## config.mk

```make
export PLATFORM = sky130hd
export DESIGN_NAME = eiwl_ext_irq_wake
export DESIGN_NICKNAME = d
export VERILOG_FILES = /design/src/logic/eiwl_pkg.sv /design/src/logic/eiwl_ext_irq_wake.sv
export SDC_FILE = /design/constraint.sdc
export NUM_CORES = 1
export LEC_CHECK = 0
export ABC_AREA = 1
export BUFFER_PORTS_ARGS = -buffer_cell sky130_fd_sc_hd__buf_2
export CORE_ASPECT_RATIO = 1.5
export CORE_MARGIN = 1
export CORE_UTILIZATION = 49
export CTS_CLUSTER_DIAMETER = 150
export DETAILED_ROUTE_END_ITERATION = 16
export GPL_TIMING_DRIVEN = 1
export HOLD_SLACK_MARGIN = 0.05
export PLACE_DENSITY = 0.85
export RECOVER_POWER = 50
export SLEW_MARGIN = 15
export SYNTH_ARGS = -nofsm -noshare
export SYNTH_HDL_FRONTEND = slang
export SYNTH_SLANG_ARGS = --single-unit
```

## constraint.sdc

```tcl
create_clock -name clock -period 1.46 [get_ports clock]
set_input_delay 0.292 -clock clock [delete_from_list [all_inputs] [get_ports clock]]
set_output_delay 0.292 -clock clock [all_outputs]
set_load 0.02 [all_outputs]
```

## src/logic/eiwl_pkg.sv

```systemverilog
package eiwl_pkg;
   // vector locations
   localparam logic [15:0] EIWL_VEC_PROG_IRQ = 16'h203c;
   localparam logic [15:0] EIWL_VEC_NMI      = 16'h203e;
   // state time of the core, in ns, and rounded up to whole clocks
   localparam int          EIWL_STATE_NS     = 20;
   localparam int          EIWL_CLK_NS       = 10;
   localparam logic [3:0]  EIWL_STATE_CYC    = 4'((EIWL_STATE_NS + EIWL_CLK_NS - 1) / EIWL_CLK_NS);
   localparam logic [3:0]  EIWL_CNT_ZERO     = 4'h0;
   localparam logic [3:0]  EIWL_CNT_ONE      = 4'h1;

   // power modes of the core
   typedef enum logic [2:0] {
      EIWL_NORMAL    = 3'h1,
      EIWL_IDLE      = 3'h2,
      EIWL_POWERDOWN = 3'h4
   } eiwl_mode_t;

   // protection control register fields seen by this block
   typedef struct packed {
      logic progIrqLevel;   // 1 sampled level, 0 edge
      logic progIrqHigh;    // 1 rising/high, 0 falling/low
      logic progIrqEnable;
   } eiwl_cfg_t;

   // request towards the instruction sequencer
   typedef struct packed {
      logic        valid;
      logic [15:0] vector;
      logic        resumeNext;  // continue after the idle_powerdown_instruction
   } eiwl_req_t;
endpackage

```

## src/logic/eiwl_ext_irq_wake.sv

```systemverilog
// Operation
// RQ1: software selects edge or sampled level trigger for programmable_ext_irq_input.
// RQ2: software selects rising/high or falling/low as the active sense.
// RQ3: programmable interrupt vectors through location 203CH.
// RQ4: idle plus enabled request wakes, runs service, then resumes after idle entry; an edge request in the same cycle as an nmi hit is dropped.
// RQ5: powerdown wakes to normal mode on a valid programmable request.
// RQ6: after powerdown wake, service if enabled, else continue after entry instruction.
// RQ7: normal mode rising edge on nonmaskable input vectors through 203EH.
// RQ8: outside logic holds nonmaskable input high longer than one state time.
// RQ9: idle mode nonmaskable rising edge wakes, runs service, then resumes.
// RQ10: in powerdown the nonmaskable input alone never wakes the device.
// RQ11: nonmaskable detection cannot be disabled in normal or idle mode.
`timescale 1ns/1ns
module eiwl_ext_irq_wake
   import eiwl_pkg::*;
(
   // clock and reset
   input  wire logic       clock,
   input  wire logic       rst_b,
   // pins, asynchronous
   input  wire logic       progExtIrqPin,
   input  wire logic       nmiPin,
   // from core
   input  wire eiwl_cfg_t  cfg,
   input  wire logic       enterIdle,
   input  wire logic       enterPowerdown,
   input  wire logic       reqAck,
   // to core
   output eiwl_req_t       req,
   output eiwl_mode_t      mode,
   output logic            wake
);
   logic [1:0]  extSync_q, nmiSync_q;
   logic        extPrev_q, nmiPrev_q;
   logic [3:0]  nmiHigh_q, nmiHigh_d;
   eiwl_mode_t  mode_q, mode_d;
   eiwl_req_t   req_q, req_d;
   logic        extPend_q, extPend_d, nmiPend_q, nmiPend_d;
   logic        wake_q, wake_d;
   logic        extLvl, extHit, nmiHit;

   // a programmable hit only counts for service while software has it enabled
   function automatic logic extServe(input logic hit, input eiwl_cfg_t c);
      return hit && c.progIrqEnable;
   endfunction

   // synchronisers; only the second stage feeds logic
   always_ff @(posedge clock or negedge rst_b) begin
      if (!rst_b) begin
         extSync_q <= 2'h0;
         nmiSync_q <= 2'h0;
         extPrev_q <= 1'b0;
         nmiPrev_q <= 1'b0;
      end else begin
         extSync_q <= {extSync_q[0], progExtIrqPin};
         nmiSync_q <= {nmiSync_q[0], nmiPin};
         extPrev_q <= extSync_q[1];
         nmiPrev_q <= nmiSync_q[1];
      end
   end

   always_comb begin
      extLvl = cfg.progIrqHigh ? extSync_q[1] : !extSync_q[1]; // see RQ2
      extHit = cfg.progIrqLevel ? extLvl                         // see RQ1
                                : (extLvl && (extPrev_q != extSync_q[1]));
      // rising edge counted once the level has stood a full state time
      nmiHit = nmiSync_q[1] && (nmiHigh_q == EIWL_STATE_CYC - EIWL_CNT_ONE); // see RQ8
   end

   // pulses shorter than a state time may be lost; outside logic must hold the pin
   always_comb begin
      nmiHigh_d = EIWL_CNT_ZERO;
      if (nmiSync_q[1] && !nmiPrev_q) begin
         nmiHigh_d = EIWL_CNT_ONE;
      end else if (nmiSync_q[1] && nmiHigh_q != EIWL_CNT_ZERO && nmiHigh_q < EIWL_STATE_CYC) begin
         nmiHigh_d = nmiHigh_q + EIWL_CNT_ONE;
      end
   end

   always_comb begin
      mode_d    = mode_q;
      req_d     = req_q;
      extPend_d = extPend_q;
      nmiPend_d = nmiPend_q;
      wake_d    = 1'b0;
      if (req_q.valid && reqAck) begin
         req_d.valid = 1'b0;
      end
      case (mode_q)
         EIWL_NORMAL: begin
            if (nmiHit) begin
               nmiPend_d = 1'b1; // see RQ11
            end
            // level mode re-raises after every acknowledge while the pin stays active
            if (extServe(extHit, cfg)) begin // see RQ1
               extPend_d = 1'b1;
            end
            if (enterPowerdown) begin
               mode_d = EIWL_POWERDOWN;
            end else if (enterIdle) begin
               mode_d = EIWL_IDLE;
            end
         end
         EIWL_IDLE: begin
            if (nmiHit) begin // see RQ9
               nmiPend_d = 1'b1;
               mode_d    = EIWL_NORMAL;
               wake_d    = 1'b1;
            end else if (extServe(extHit, cfg)) begin // see RQ4
               extPend_d = 1'b1;
               mode_d    = EIWL_NORMAL;
               wake_d    = 1'b1;
            end
         end
         EIWL_POWERDOWN: begin
            // nmi ignored here: the clocks are meant to be stopped
            if (extHit) begin // see RQ5 see RQ10
               mode_d    = EIWL_NORMAL;
               wake_d    = 1'b1;
               extPend_d = cfg.progIrqEnable; // see RQ6
            end
         end
         default: mode_d = EIWL_NORMAL;
      endcase
      // one request at a time, nmi first; resume flag set on every request
      if (!req_d.valid) begin
         if (nmiPend_d) begin
            req_d     = '{valid: 1'b1, vector: EIWL_VEC_NMI, resumeNext: 1'b1}; // see RQ7
            nmiPend_d = 1'b0;
         end else if (extPend_d) begin
            req_d     = '{valid: 1'b1, vector: EIWL_VEC_PROG_IRQ, resumeNext: 1'b1}; // see RQ3
            extPend_d = 1'b0;
         end
      end
   end

   always_ff @(posedge clock or negedge rst_b) begin
      if (!rst_b) begin
         nmiHigh_q <= EIWL_CNT_ZERO;
         mode_q    <= EIWL_NORMAL;
         req_q     <= '0;
         extPend_q <= 1'b0;
         nmiPend_q <= 1'b0;
         wake_q    <= 1'b0;
      end else begin
         nmiHigh_q <= nmiHigh_d;
         mode_q    <= mode_d;
         req_q     <= req_d;
         extPend_q <= extPend_d;
         nmiPend_q <= nmiPend_d;
         wake_q    <= wake_d;
      end
   end

   assign req  = req_q;
   assign mode = mode_q;
   assign wake = wake_q;

   // mode changes
   a_pd_nmi_nowake: assert property (@(posedge clock) disable iff (!rst_b) // see RQ10
      (mode_q == EIWL_POWERDOWN && !extHit) |=> (mode_q == EIWL_POWERDOWN))
      else $error("powerdown left without a programmable request");

   a_pd_nmi_ignored: assert property (@(posedge clock) disable iff (!rst_b) // see RQ10
      (mode_q == EIWL_POWERDOWN && nmiHit && !nmiPend_q) |=> !nmiPend_q)
      else $error("nonmaskable request taken in powerdown");

   a_pd_wakes: assert property (@(posedge clock) disable iff (!rst_b) // see RQ5
      (mode_q == EIWL_POWERDOWN && extHit) |=> (mode_q == EIWL_NORMAL && wake_q))
      else $error("powerdown did not wake");

   a_idle_hold: assert property (@(posedge clock) disable iff (!rst_b) // see RQ4
      (mode_q == EIWL_IDLE && !nmiHit && !extServe(extHit, cfg)) |=> (mode_q == EIWL_IDLE))
      else $error("idle left without a request");

   a_idle_nmi_wake: assert property (@(posedge clock) disable iff (!rst_b) // see RQ9
      (mode_q == EIWL_IDLE && nmiHit) |=>
      (mode_q == EIWL_NORMAL && wake_q) ##[0:2] req_q.valid)
      else $error("idle nmi wake missing");

   a_idle_ext_wake: assert property (@(posedge clock) disable iff (!rst_b) // see RQ4
      (mode_q == EIWL_IDLE && extServe(extHit, cfg) && !nmiHit) |=>
      (mode_q == EIWL_NORMAL && wake_q))
      else $error("idle programmable wake missing");

   a_wake_pulse: assert property (@(posedge clock) disable iff (!rst_b) // see RQ5
      wake_q |=> !wake_q)
      else $error("wake longer than one cycle");

   // requests towards the sequencer
   a_nmi_vector: assert property (@(posedge clock) disable iff (!rst_b) // see RQ7
      (nmiHit && mode_q != EIWL_POWERDOWN && !req_q.valid) |=>
      (req_q.valid && req_q.vector == EIWL_VEC_NMI))
      else $error("nmi vector not raised");

   a_nmi_always: assert property (@(posedge clock) disable iff (!rst_b) // see RQ11
      (mode_q != EIWL_POWERDOWN && nmiHit) |=>
      (nmiPend_q || (req_q.valid && req_q.vector == EIWL_VEC_NMI)))
      else $error("nonmaskable request lost");

   a_nmi_once: assert property (@(posedge clock) disable iff (!rst_b) // see RQ8
      nmiHit |=> !nmiHit)
      else $error("one nonmaskable pulse taken twice");

   a_ext_vector: assert property (@(posedge clock) disable iff (!rst_b) // see RQ3
      (mode_q == EIWL_NORMAL && extServe(extHit, cfg) && !nmiHit && !nmiPend_q
       && !req_q.valid) |=> (req_q.valid && req_q.vector == EIWL_VEC_PROG_IRQ))
      else $error("programmable vector not raised");

   a_edge_once: assert property (@(posedge clock) disable iff (!rst_b) // see RQ1
      (!cfg.progIrqLevel && extHit) |=> (!extHit || cfg.progIrqLevel))
      else $error("edge trigger hit twice");

   a_pd_enabled: assert property (@(posedge clock) disable iff (!rst_b) // see RQ6
      (mode_q == EIWL_POWERDOWN && extHit && cfg.progIrqEnable && !nmiPend_q && !req_q.valid)
      |=> (req_q.valid && req_q.vector == EIWL_VEC_PROG_IRQ))
      else $error("enabled irq not serviced after powerdown");

   a_pd_disabled: assert property (@(posedge clock) disable iff (!rst_b) // see RQ6
      (mode_q == EIWL_POWERDOWN && extHit && !cfg.progIrqEnable && !nmiPend_q && !req_q.valid)
      |=> (!req_q.valid && !extPend_q))
      else $error("disabled irq serviced after powerdown");

   a_resume_next: assert property (@(posedge clock) disable iff (!rst_b) // see RQ9
      req_q.valid |-> req_q.resumeNext)
      else $error("request without resume flag");

   a_req_hold: assert property (@(posedge clock) disable iff (!rst_b) // see RQ7
      (req_q.valid && !reqAck) |=> (req_q.valid && $stable(req_q.vector)))
      else $error("request dropped before acknowledge");
endmodule

```

==> results.md <==
- The number of filler instances in the final layout is 158.
- The remaining number of nets flagged by the antenna check after routing is 0.
- The final period utilization is 90.5%.
- The cell area that synthesis handed to floorplanning was 983 µm².
- The number of sinks driven by the clock tree is 19.
- In this design, the largest share of critical-path delay is due to flip-flops.
- The hold-critical path depth is 1.
- In this run the number of H-tree levels came out at 1.
- The total detailed-routing wirelength is 1640 µm.
- The worst setup path is launched from a register.
- Input and output buffers added on the ports amount to 21.
- The setup TNS after final layout is 0 ns.
- The post-CTS resize count is 0.
- The floorplan step defined a core boundary enclosing 1850 µm².
- The warning count from the yosys run is 0.
- Power spread over the standard cell area amounts to 1380 nW/µm².
- The run finished with clean final reports.
- The synthesized flop and latch total is 19.
- The diode insertion count for antenna repair is 0.
- The global-route usage over all layers is 17.0%.
- The type of the tightest min-delay check is in -> reg.
- The number of global-route vias before repair was 677.
- The number of CTS-inserted buffers is 3.
- The number of standard cells in the final layout excluding fillers is 152.
- The detailed router's first-iteration violation count is 16.
- After technology mapping, the gate count stands at 109.
- The first-pass GRT wire length is 2570 µm.
- After layout, the minimum clock period comes to 1.32 ns.
- At the end of the flow, the number of nets in the layout was 145.
- The average cell area after synthesis is 9.02 µm².
- The worst-case clock skew is 0.00849 ns.
- Summed over all layers, the global routing overflow is 0.
- The maximum achievable frequency is 0.757 GHz.
- Setup violations remaining at the end of the flow were counted as 0.
- The required time of the critical path is 1.17 ns.
- 32 I/O pins were placed.
- The maximum number of pins on one net before global-route repair is 20.
- The number of placed instances, taps included, is 146.
- The maximum fanout count along the critical path is 3.
- The number of max-cap violations is 0.
- The worst endpoint data arrival time is 1.03 ns.
- The final-report max-slew violation count was 0.
- The worst-case reg-to-reg path depth is 9.
- The critical path goes through buf_2.
- The number of antenna violations at the first check in global routing is 0.
- Ranked by total cell area, the synthesized netlist is headed by dfrtp_1 (46%), buf_4 (11%), inv_1 (6.9%), nand2_1 (6.5%), ha_1 (3.8%).
- Summed over all cells, the static leakage comes to 0.623 nW.
- Sequential elements use 48.5% of the synthesized area.
- The die footprint is 2190 µm².
- The cell with the largest stage delay on the worst path is dfstp_2.
- The number of vias after detailed routing is 718.
- In the routed layout, each cell is associated on average with a via count of 4.72.
- The root buffer cell is clkbuf_4.
- The number of rows created at floorplan is 19.
- The unique cell type count in the Yosys netlist is 23.
- The detailed-placement wirelength estimate is 1230 µm.
- At the later pin of the worst-skew pair, clock insertion delay measures 0.31 ns.
- The final weighted congestion in routability-driven placement is 0.659.
- The TritonCTS clock tree is done.
- The synthesis-to-layout area growth is 10.6%.
- The clock tree buffer depth is 2.
- The largest single stage delay on the critical path is 0.57 ns.
- The worst path buffer plus inverter count is 1.
- After synthesis, the largest area contributor takes up 45.8% of total cell area.
- The biggest area contributor in the post-synthesis netlist is dfrtp_1.
- The count of final hold-check violations is 0.
- The starting utilization of the core area is 53.0%.
- The post-CTS clock slew at the launch and capture registers of the worst setup and hold paths is 0.11 ns.
- The die extent in y is 56.9 µm.
- From left edge to right edge, the die measures 38.6 µm.
- The critical path in this run is classified as reg -> out.
- The routed wire length per instance is 10.8 µm.
- The utilization after layout is 58.6%.
- The first detailed-routing pass took 4 iterations.
- The post-route netlist has 31.3% of its cells at a drive strength greater than 1.
- The tightest hold path in the finished design has a slack of 0.0803 ns.
- The path length in cells of the critical path is 1.
- IR analysis of the VDD net gives a maximum drop of 0.951 mV.
- The DRC violations left is 0.
- The type of destination of the critical path is a primary output.
[cells in the mapped netlist]
master and number:
ha_1 3, o21ai_0 3, xnor2_1 1, nor2_1 8
nand2_4 1, buf_4 15, o21ai_1 2, nand2_1 17
a21oi_2 1, nor2_4 1, inv_1 18, inv_2 3
dfstp_2 1, o31ai_1 1, a21o_1 1, nand3b_1 1
dfrtp_1 18, conb_1 1, nand4_1 2, nand3_2 3
o22ai_1 2, and2_1 1, nand2_2 5
[sequential cells by signal, summed over array words and instances (netlist names)]
| signal | flops |
|---|---|
| extSync_q | 2 |
| extPrev_q | 1 |
| nmiPend_q | 1 |
| extPend_q | 1 |
| req | 3 |
| mode | 3 |
| nmiPrev_q | 1 |
| nmiSync_q | 2 |
| nmiHigh_q | 4 |
| wake | 1 |
[metal layers]
metal	vias up	share of wire (%)	track usage, %
li1	350	-	-
met1	330	35	16.6
met2	31	57	29.8
met3	7	3.9	2.37
met4	0	4.3	12.3
met5	-	0	0
[cell type report]
| type | instances | area [µm²] | share of cell area, % |
|---|---|---|---|
| sequential | 19 | 477 | 43.8 |
| multi-input combinational | 64 | 353 | 32.5 |
| timing repair buffer | 23 | 123 | 11.3 |
| inverter | 21 | 78.8 | 7.25 |
| tap | 21 | 26.3 | 2.42 |
| clock buffer | 3 | 22.5 | 2.07 |
| clock inverter | 1 | 7.51 | 0.690 |
[per-stage QoR]
step / power [W] / area, µm² / setup WS [ns]
after floorplan: 0.00110 / 1020 / 0.210
after global placement: 0.00120 / 1040 / 0.239
after detailed placement: 0.00123 / 1040 / 0.198
after CTS: 0.00152 / 1080 / 0.123
after global routing: 0.00160 / 1090 / -0.000311
final: 0.00150 / 1090 / 0.138
[final timing paths]
path	startpoint	endpoint	slack, ns
setup / recovery	mode[0]	mode[0]	0.14
hold / removal	nmiPin	nmiSync_q[0]	0.08
setup reg to reg	nmiHigh_q[1]	req[14]	0.18
hold reg to reg	nmiSync_q[0]	nmiSync_q[1]	0.36
max in group asynchronous	rst_b	mode[0]	0.66
min in group asynchronous	rst_b	req[17]	0.46
[logic make-up after synthesis]
kind of cell | synth area share [%]
AO/OA/AOI/OAI | 6.23
XOR/XNOR | 0.891
adder cells (fa/ha/maj) | 3.82
buffers and inverters | 19.5
flip-flops | 48.5
other | 0.381
AND/OR/NAND/NOR | 20.7
[cells in the final DEF (no fill, tap or decap), types with 3 or more instances in the layout]
master | synthesis | routed
ha_1 | 3 | 3
nor2_1 | 8 | 8
clkbuf_4 | 0 | 3
conb_1 | 1 | 11
nand2_1 | 17 | 17
nand3_2 | 3 | 3
inv_1 | 18 | 18
dfrtp_1 | 18 | 18
o21ai_0 | 3 | 3
buf_2 | 0 | 20
nand2_2 | 5 | 5
inv_2 | 3 | 3
[what timing repair did]
| item | 4_1_cts | 5_1_grt |
|---|---|---|
| setup buffers | 0 | 1 |
| setup endpoints to repair | 0 | 1 |
| hold endpoints to repair | 18 | 0 |
| hold buffers | 1 | 0 |
[report_power, final]
part           internal, W  leakage [nW]  switching [W]  total [W]
combinational     0.000174         0.374       0.000367   0.000541
clock             0.000105        0.0139       0.000168   0.000273
sequential        0.000620         0.235      0.0000664   0.000686
Power figures use the tool's default switching activity.
